`config.mk`:
```
export PLATFORM = sky130hd
export DESIGN_NAME = temp_comp
export DESIGN_NICKNAME = d
export VERILOG_FILES = /design/src/verilog/temp_comp_pkg.sv /design/src/verilog/corr_calc.sv /design/src/verilog/temp_comp.sv
export SDC_FILE = /design/constraint.sdc
export NUM_CORES = 1
export LEC_CHECK = 0
export ABC_CLOCK_PERIOD_IN_PS = 23400
export BUFFER_PORTS_ARGS = -buffer_cell sky130_fd_sc_hd__buf_2
export CORE_MARGIN = 1.5
export CORE_UTILIZATION = 60
export CTS_CLUSTER_SIZE = 25
export DETAILED_ROUTE_END_ITERATION = 7
export PLACE_DENSITY = 0.84
export SLEW_MARGIN = 20
export SYNTH_ARGS = -nofsm -noshare
export SYNTH_HDL_FRONTEND = slang
export SYNTH_SLANG_ARGS = --single-unit
```
`constraint.sdc`:
```
create_clock -name ref_clk -period 23.4 [get_ports ref_clk]
set_input_delay 4.68 -clock ref_clk [delete_from_list [all_inputs] [get_ports ref_clk]]
set_output_delay 4.68 -clock ref_clk [all_outputs]
set_load 0.1 [all_outputs]
```
`src/verilog/temp_comp_pkg.sv`:
```
// Purpose: Constants for the temperature readout and compensation block
// Assumes: Byte-wide register port of the serial slave, 40 MHz ref_clk
// Notes: Notes on behaviour follow
// Notes on behaviour
// - Temperature is a 10-bit code; high byte holds bits 9..8, rest zero.
// - Published code is the average of two successive conversions.
// - Code is in half-kelvin steps; code/2 - 273 gives Celsius.
// - Net correction is twice ppm correction: initial term minus curvature term.
// - Initial term comes from initial trim and fine trim registers.
// - Curvature is coefficient times (T - turnover) squared, divided by 4096.
// - Coefficient is cold-side or hot-side, chosen by current temperature.
// - T is raw half-kelvin reading; turnover reference is 596 plus field.
// - Turnover field is sign-magnitude, half-degree steps around 25.0.
// - Turnover field recalled at power-up, read-only, host writes ignored.
// - Hot coefficient is 7-bit magnitude of crystal coefficient times 2048.
// - Hot coefficient recalled at power-up, read-only to the host.
// - Correction initial term is initialTrim + fineTrim, unscaled, with no digital offset.
package temp_comp_pkg;
	localparam logic [7:0]  ADDR_TURNOVER   = 8'h2c;
	localparam logic [7:0]  ADDR_HOT_COEFF  = 8'h2d;
	localparam logic [7:0]  ADDR_TEMP_LOW   = 8'h28;
	localparam logic [7:0]  ADDR_TEMP_HIGH  = 8'h29;
	localparam logic [7:0]  ADDR_CORR_LOW   = 8'h2a;
	localparam logic [7:0]  ADDR_CORR_HIGH  = 8'h2b;
	localparam logic [7:0]  TURNOVER_RESET  = 8'h00;
	localparam logic [7:0]  HOT_COEFF_RESET = 8'h00;
	localparam logic [11:0] TURNOVER_BASE   = 12'h254; // 596
	localparam int          CURV_SHIFT      = 12;      // Divide by 4096
	localparam logic [7:0]  DIGITAL_OFFSET  = 8'h10;   // 16
	localparam int          TEMP_BITS       = 10;
	localparam int          CORR_BITS       = 16;
	localparam int          CLK_HZ          = 40000000;
	localparam int          CONV_US         = 1000;
	localparam int          CONV_CYCLES     = CLK_HZ / 1000000 * CONV_US;
	typedef enum logic [1:0] {
		ST_IDLE   = 2'b00,
		ST_FIRST  = 2'b01,
		ST_SECOND = 2'b11,
		ST_CALC   = 2'b10
	} conv_state_t;
endpackage

```
`src/verilog/corr_calc.sv`:
```
// Purpose: Compute net frequency correction from trim and curvature terms
// Assumes: Inputs steady while start pulse issued; one-cycle result latency
// Notes: Result registered; negative curvature magnitude is subtracted
`timescale 1ns/10ps
module corr_calc
	import temp_comp_pkg::*;
(
	input  wire logic                   ref_clk,     // System clock
	input  wire logic                   reset,       // Async reset
	input  wire logic                   start,       // Compute strobe
	input  wire logic [TEMP_BITS-1:0]   tempCode,    // Half-kelvin reading
	input  wire logic [11:0]            turnRef,     // Turnover reference
	input  wire logic [7:0]             coeff,       // Selected coefficient
	input  wire logic [7:0]             initialTrim, // Initial offset trim
	input  wire logic [7:0]             fineTrim,    // Fine trim
	output logic      [CORR_BITS-1:0]   netCorr      // Twice ppm correction
);
	logic signed [12:0] diff;
	logic        [25:0] square;
	logic        [33:0] prod;
	logic        [15:0] curvTerm;
	logic signed [15:0] initTerm;

	// Curvature: coefficient times squared distance, scaled down
	assign diff     = $signed({1'b0, 2'b00, tempCode}) - $signed({1'b0, turnRef});
	assign square   = 26'(diff * diff);
	assign prod     = 34'(square * coeff);
	assign curvTerm = 16'(prod >> CURV_SHIFT);
	// Initial offset built from both trims; scaling of fine trim kept simple
	assign initTerm = 16'($signed({8'h00, initialTrim}) + $signed({8'h00, fineTrim}));
	// Crystal coefficients are negative, so the curvature pulls down
	always_ff @(posedge ref_clk or posedge reset) begin
		if (reset) begin
			netCorr <= '0;
		end else if (start) begin
			netCorr <= 16'(initTerm - $signed(curvTerm));
		end
	end
endmodule

```
`src/verilog/temp_comp.sv`:
```
// Purpose: Temperature readout registers and crystal compensation core
// Assumes: Byte register port from the serial slave, same clock domain
// Notes: Reset stands for the power-up recall of production values
`timescale 1ns/10ps
module temp_comp
	import temp_comp_pkg::*;
(
	input  wire logic       ref_clk,        // 40 MHz clock
	input  wire logic       reset,          // Async reset, power-up recall
	input  wire logic [7:0] recallTurnover, // Production turnover value
	input  wire logic [7:0] recallHotCoeff, // Production hot coefficient
	input  wire logic [7:0] coldCoeff,      // Cold-side coefficient
	input  wire logic [7:0] initialTrim,    // Initial trim register
	input  wire logic [7:0] fineTrim,       // Fine trim register
	input  wire logic       tempSenseEnable,// Host sense enable bit
	input  wire logic       adcValid,       // Converter sample strobe
	input  wire logic [9:0] adcCode,        // Converter reading
	input  wire logic       regWrite,       // Register write strobe
	input  wire logic       regRead,        // Register read strobe
	input  wire logic [7:0] regAddr,        // Register address
	input  wire logic [7:0] regWdata,       // Write data (ignored here)
	output logic      [7:0] regRdata,       // Read data
	output logic            convStart,      // Converter start request
	output logic     [15:0] netCorrection   // Twice ppm correction
);
	conv_state_t      state;
	conv_state_t      next_state;
	logic [7:0]       turnover;
	logic [7:0]       hotCoeff;
	logic [9:0]       firstSample;
	logic [9:0]       tempCode;
	logic             recallDone;
	logic [15:0]      corrValue;
	logic             calcStrobe;
	logic [31:0]      waitCount;
	logic [11:0]      turnRef;
	logic [11:0]      turnStep;
	logic [7:0]       selCoeff;
	logic [10:0]      sampleSum;
	logic [7:0]       next_rdata;
	logic             waitDone;

	// Sign-magnitude field: bit 4 set steps downward from 25.0
	function automatic logic [11:0] turn_ref(input logic [4:0] field);
		logic [11:0] mag;
		mag = {8'h00, field[3:0]};
		turn_ref = field[4] ? TURNOVER_BASE - mag : TURNOVER_BASE + mag;
	endfunction

	assign turnRef  = turn_ref(turnover[4:0]);
	assign turnStep = turnRef;
	assign selCoeff = ({2'b00, tempCode} > turnStep) ?
		{1'b0, hotCoeff[6:0]} : coldCoeff;
	assign sampleSum = {1'b0, firstSample} + {1'b0, adcCode};
	assign waitDone  = (waitCount == 32'(CONV_CYCLES - 1));

	// Recall production values once after reset; writes never reach them
	always_ff @(posedge ref_clk or posedge reset) begin
		if (reset) begin
			turnover   <= TURNOVER_RESET;
			hotCoeff   <= HOT_COEFF_RESET;
			recallDone <= 1'b0;
		end else if (!recallDone) begin
			turnover   <= {3'b000, recallTurnover[4:0]};
			hotCoeff   <= {1'b0, recallHotCoeff[6:0]};
			recallDone <= 1'b1;
		end
	end

	// Conversion sequencer: two samples, then average and compute
	always_comb begin
		next_state = state;
		case (state)
			ST_IDLE: begin
				if (tempSenseEnable && recallDone && waitDone)
					next_state = ST_FIRST;
			end
			ST_FIRST: begin
				if (!tempSenseEnable)
					next_state = ST_IDLE;
				else if (adcValid)
					next_state = ST_SECOND;
			end
			ST_SECOND: begin
				if (!tempSenseEnable)
					next_state = ST_IDLE;
				else if (adcValid)
					next_state = ST_CALC;
			end
			ST_CALC:   next_state = ST_IDLE;
			default:   next_state = ST_IDLE;
		endcase
	end

	// Interval between measurement pairs, keeps the sensor duty low
	always_ff @(posedge ref_clk or posedge reset) begin
		if (reset)
			waitCount <= '0;
		else if (state != ST_IDLE || waitDone)
			waitCount <= '0;
		else
			waitCount <= waitCount + 32'h1;
	end

	always_ff @(posedge ref_clk or posedge reset) begin
		if (reset)
			state <= ST_IDLE;
		else
			state <= next_state;
	end

	// Samples: averaged pair rounds toward zero, half-kelvin scale kept
	always_ff @(posedge ref_clk or posedge reset) begin
		if (reset) begin
			firstSample <= '0;
			tempCode    <= '0;
		end else if (state == ST_FIRST && adcValid) begin
			firstSample <= adcCode;
		end else if (state == ST_SECOND && adcValid) begin
			tempCode <= sampleSum[10:1];
		end
	end

	// Converter start is a level request held while a sample is awaited
	always_ff @(posedge ref_clk or posedge reset) begin
		if (reset)
			convStart <= 1'b0;
		else
			convStart <= (next_state == ST_FIRST || next_state == ST_SECOND)
				&& tempSenseEnable;
	end

	always_ff @(posedge ref_clk or posedge reset) begin
		if (reset)
			calcStrobe <= 1'b0;
		else
			calcStrobe <= (state == ST_CALC);
	end

	corr_calc u_calc (
		.ref_clk     (ref_clk),
		.reset       (reset),
		.start       (calcStrobe),
		.tempCode    (tempCode),
		.turnRef     (turnRef),
		.coeff       (selCoeff),
		.initialTrim (initialTrim),
		.fineTrim    (fineTrim),
		.netCorr     (corrValue)
	);

	// Read mux; the readout registers accept no writes at all
	always_comb begin
		case (regAddr)
			ADDR_TEMP_LOW:  next_rdata = tempCode[7:0];
			ADDR_TEMP_HIGH: next_rdata = {6'h00, tempCode[9:8]};
			ADDR_CORR_LOW:  next_rdata = corrValue[7:0];
			ADDR_CORR_HIGH: next_rdata = corrValue[15:8];
			ADDR_TURNOVER:  next_rdata = turnover;
			ADDR_HOT_COEFF: next_rdata = hotCoeff;
			default:        next_rdata = 8'h00;
		endcase
	end

	always_ff @(posedge ref_clk or posedge reset) begin
		if (reset) begin
			regRdata      <= 8'h00;
			netCorrection <= 16'h0000;
		end else begin
			if (regRead)
				regRdata <= next_rdata;
			netCorrection <= corrValue;
		end
	end
endmodule

```
* Word level (Yosys, flattened, before mapping)
Cells that the tools add are included.
** Cells by class
- $add $sub $neg :: 7
- $mul :: 2
- $lt $le $gt $ge :: 1
- Equal/unequal tests :: 12
- Mux-type cells :: 10
- Bitwise gates (word level) :: 1
- Reduce and logical (&&, ||, !) cells :: 10
** Operator list (number)
- equality test 8 x 6 -> 1 bit, second input constant :: 6
- case mux 8 bit (6 select lines) :: 1
- adder 32 x 1 -> 32 bit, second input constant :: 1
- equality test 32 x 16 -> 1 bit, second input constant :: 1
- two-way mux 32 bit :: 1
- multiplier 26 x 8 -> 28 bit :: 1
- multiplier 13 x 13 -> 26 bit :: 1
- subtractor 16 bit :: 1
- subtractor 10 x 12 -> 13 bit :: 1
- > comparator 10 x 12 -> 1 bit :: 1
- two-way mux 12 bit :: 1
- adder 10 x 10 -> 11 bit :: 1
- adder 10 x 4 -> 11 bit, first input constant :: 1
- subtractor 10 x 4 -> 11 bit, first input constant :: 1
- two-way mux 2 bit :: 5
- adder 8 x 8 -> 9 bit :: 1
- two-way mux 8 bit :: 1
- case mux 2 bit (4 select lines) :: 1
- equality test 2 bit, second input constant :: 3
- logical AND 1 bit :: 5
- equality test 2 x 1 -> 1 bit, second input constant :: 2
- zero test 2 bit :: 1
- logical OR 1 bit :: 2
- AND reduction 2 bit :: 1
- 2 further kinds :: 2
** Word-level totals
- Flip-flop bits (word level) :: 109
- Input bits :: 72
- Output and inout bits :: 25
- Word-level logic and storage cells :: 55

* Longest topological paths before layout
- Depth after elaboration :: 7
- Mapped depth :: 55
- Depth with buffers taken out :: 55

* Cells and area by module
A second synthesis with hierarchy kept.
** Unflattened totals
- Cell total of the unflattened synthesis :: 1918
- Area total of the unflattened synthesis :: 17551.8 µm²
** By module, submodules not included
- corr_calc :: times used 1, cells each 1454, area each 12659.6 µm², sequential area each 400.4 µm²
- temp_comp :: times used 1, cells each 464, area each 4892.2 µm², sequential area each 2327.2 µm²

* Worst setup path before layout
No wires, ideal clock.
- Path type :: register to register
- From :: register turnover[1]
- To :: register u_calc.netCorr[14]
- Library setup time :: 0.125 ns
- Arrival time :: 12.911 ns
- Data required time :: 23.275 ns
- Slack :: 10.364 ns
- Cell stages (with the launch flop) :: 51
- Buffers on the path :: 2
- Clock period less this slack :: 13.036 ns
- Cell sequence :: dfrtp_1 -> inv_1 -> ha_1 -> mux2i_1 -> fa_1 -> a21o_1 -> a21oi_1 -> o21bai_1 -> a21oi_1 -> nor2b_1 -> o21ai_0 -> clkbuf_1 -> clkbuf_1 -> nand2_1 -> fa_1 -> fa_1 -> inv_1 -> fa_1 -> (+15 left out) -> inv_1 -> fa_1 -> inv_1 -> ha_1 -> o21ai_0 -> or2b_2 -> and2_2 -> a21oi_1 -> nor2b_1 -> o21a_1 -> or2_2 -> ha_1 -> o21ai_0 -> a21boi_0 -> o2111ai_1 -> nor3_1 -> xnor2_1 -> mux2_2
** On the way
- Cells in the longest elaborated chain, start to end :: 6
- Elaborated cells between the ends (all ways) :: 9
- Those cells by class :: add/sub (4); mul (2); order compare (1); mux (2)
** RTL lines
- start, declared :: line temp_comp.sv:28 : logic [7:0] turnover;
- start signal, assigned :: line temp_comp.sv:64 : turnover <= {3'b000, recallTurnover[4:0]};
- adder 10 x 4 -> 11 bit / subtractor 10 x 4 -> 11 bit (equally long branches) :: line temp_comp.sv:47 : turn_ref = field[4] ? TURNOVER_BASE - mag : TURNOVER_BASE + mag;
- two-way mux 12 bit (*) :: line temp_comp.sv:47
- subtractor 10 x 12 -> 13 bit / > comparator 10 x 12 -> 1 bit (equally long branches) :: line corr_calc.sv:25, temp_comp.sv:52
- multiplier 13 x 13 -> 26 bit / two-way mux 8 bit (equally long branches) :: line corr_calc.sv:26, temp_comp.sv:52
- multiplier 26 x 8 -> 28 bit (*) :: line corr_calc.sv:27 : assign prod = 34'(square * coeff);
- subtractor 16 bit (*) :: line corr_calc.sv:36 : netCorr <= 16'(initTerm - $signed(curvTerm));
- end signal, assigned :: line corr_calc.sv:36
- end, declared :: line corr_calc.sv:16 : output logic [CORR_BITS-1:0] netCorr
Every way passes the cells marked *; elsewhere a longest branch is shown, timed or not.
A chain may end at the register's enable or synchronous reset.

* Worst setup path in the final report
Ends and elaborated chain as after synthesis.

==> out/qor.yml <==
netlist_instances: 1833
drtAntennaViolNets: 0
synth_compound_area_share_pct: 8.46
cts_hold_buf: 0
synthAdderAreaFrac_pct: 42.4
drt-pass1-iter-count: 6
drt-wirelength-per-cell_um: 16.4
routed_wl_um: 37400
synthArstFlopShare_pct: 100
die_area_um2: 29300
coreArea_um2: 27800
hpwlAfterDp_um: 30800
worst-path-max-fanout: 9
setup_viol: 0
syn_nets: 2317
final_max_slew_viol_count: 0
synthFlopType: "dfrtp_1"
dp_cells: 2270
synth_simple_gate_area_share_pct: 13.7
ioPinCount: 97
timing.hold.ws_ps: 413
grt.overflow.total: 0
cp-end-kind: "register"
grtUsageTotal_pct: 27.4
cts_made_buffers: 9
maxCapViolations: 0
muxShareOfSynthArea_pct: 3.69
worst_pin_slew_ps: 925
slowest_delay_ps: 630
stdcell_count: 2287
finalSetupTns_ps: 0
routabilityCongestion: 0.900
critPathLaunchType: "register"
synth_seq_area_share_pct: 16.1
postCtsSetupBuffers: 0
skew_ps: 11.6
fin_nets: 2387
clock_path_buffers: 2
grt_pass1_wl_um: 63600
first_global_vias: 13471
yosysWarnings: 0
critPathRequiredTime_ps: 23650
cp.arrival_ps: 14820
rsz0062_at_grt: "no"
die_w_um: 171
outcome: "complete, no violations"
routed_via_density: 5.53
io_buffers: 83
grt_max_degree: 75
critPathSlowestCell: "nor2_1"
start_util_pct: 61.0
drc: 0
synth_area_per_cell_um2: 9.25
clock-sinks: 109
critPathKind: "reg2reg"
cts_max_level: 3
synth-edff-count: 0
root_buffer: "clkbuf_16"
path_clk_slew_ps: 90
slew_headroom_pct: 36.6
drive_gt1_share_pct: 10.7
die_y_um: 171
clock_latency_ps: 360
area_growth_pct: 7.05
drtIter0Drc: 911
yosys_register_bits: 109
num_rows: 61
cts_tree: "done"
hp-class: "reg2reg"
synth_top_family_by_area: "adder cells"
synthXorXnorAreaFrac_pct: 6.28
reg2reg_slack_ps: 8830
fmax_ghz: 0.0686
cpMostUsedCell: "fa_1"
synth_cell_type_count: 81
antenna_found_initial: 0
cts_resized: 0
vias: 12655
fin_crit_sh_pct: 62.3
min_period_ps: 14570
hold_viol_final: 0
netlist_area_um2: 17000
==> cell usage after synthesis, drive strengths merged, types with 7 or more instances <==
library cell / count / area, um^2
o21bai: 9 / 78.8
dfrtp: 109 / 2730
or2: 15 / 93.8
nand3: 24 / 125
inv: 379 / 1420
o21ai: 54 / 282
xor2: 52 / 463
a21o: 21 / 160
nor2b: 22 / 138
and2: 19 / 121
ha: 142 / 1780
fa: 270 / 5410
a22oi: 7 / 52.6
nor3: 9 / 45.0
clkbuf: 37 / 139
nor2: 180 / 678
xnor2: 60 / 533
nand2b: 34 / 213
mux2i: 14 / 153
and3: 17 / 108
o21a: 9 / 67.6
o22ai: 9 / 62.6
a21oi: 56 / 307
nand2: 161 / 607
mux2: 42 / 473
==> flip-flops by register name, indices dropped and copies added, names as in the netlist <==
register        flops
calcStrobe          1
convStart           1
firstSample        10
hotCoeff            7
netCorrection      16
recallDone          1
regRdata            8
state               2
tempCode           10
turnover            5
u_calc.netCorr     16
waitCount          32
==> area by class of cell <==
class                           count  area [um^2]
Multi-Input combinational cell   1303        12600
Fill cell                        2180         9640
Sequential cell                   109         2730
Inverter                          381         1430
Timing Repair Buffer               99          536
Tap cell                          378          473
Clock buffer                        9          225
Clock inverter                      7          104
Antenna cell                        1         2.50
==> path summary, 6_finish.rpt <==
check                                       start                  to  cells after the start
max in group asynchronous                   reset         tempCode[2]                      3
worst min-delay path            u_calc.netCorr[4]    netCorrection[4]                      0
worst max register to register        turnover[1]  u_calc.netCorr[14]                     49
worst max-delay path                  turnover[1]  u_calc.netCorr[14]                     49
min in group asynchronous                   reset        waitCount[1]                      2
worst min register to register  u_calc.netCorr[4]    netCorrection[4]                      0
==> per-stage QoR <==
stage | util, % | setup WS [ps] | cell area, um^2
finish | 65.3 | 8830 | 18100
global route | 65.3 | 8120 | 18100
CTS | 65.3 | 8930 | 18100
detailed placement | 64.1 | 9000 | 17800
global placement | 64.1 | 9290 | 17800
floorplan | - | 10360 | 17000
==> per-layer routing <==
metal  vias to the layer above  track usage [%]  routed length, um
met1                      6279             35.0              14900
met3                        92             4.44               2600
met4                         0             7.93                996
li1                       5848                -                  -
met2                       436             48.2              18900
met5                         -                0                  0
==> cell usage in the layout, fill, tap and decap left out, types with 6 or more instances in the layout <==
| cell | instances |
|---|---|
| inv_1 | 378 |
| fa_1 | 270 |
| nor2_1 | 179 |
| nand2_1 | 160 |
| ha_1 | 142 |
| dfrtp_1 | 109 |
| buf_2 | 83 |
| xnor2_1 | 59 |
| a21oi_1 | 51 |
| xor2_1 | 51 |
| o21ai_0 | 49 |
| mux2_2 | 42 |
| nand2b_1 | 34 |
| nand3_1 | 23 |
| nor2b_1 | 22 |
| a21o_1 | 19 |
| and2_1 | 17 |
| and3_1 | 16 |
| buf_4 | 16 |
| or2_2 | 15 |
| mux2i_1 | 13 |
| nor3_1 | 9 |
| o21a_1 | 9 |
| clkbuf_16 | 9 |
| o21bai_1 | 8 |
| o22ai_1 | 8 |
| a22oi_1 | 7 |
| nand4_1 | 6 |
==> kinds of logic after synthesis <==
family                   Yosys count
other                              2
adder cells (fa/ha/maj)          412
XOR/XNOR                         115
buffers and inverters            421
AND/OR/NAND/NOR                  509
AO/OA/AOI/OAI                    209
flip-flops                       109
multiplexers                      56
==> worst max-delay path, delay by kind of cell (launching register included) <==
family	cells	cell delay [ps]
and+or+nand+nor	12	3400
buffers and inverters	9	670
adders and majority gates	15	6670
muxes	2	510
DFF	1	440
xor gates and xnor gates	2	670
AOI/OAI and AO/OA	9	2060
Power is left out: the tool's default activity adds up to more than one toggle a clock period on the data nets, which glitch-free logic cannot reach.
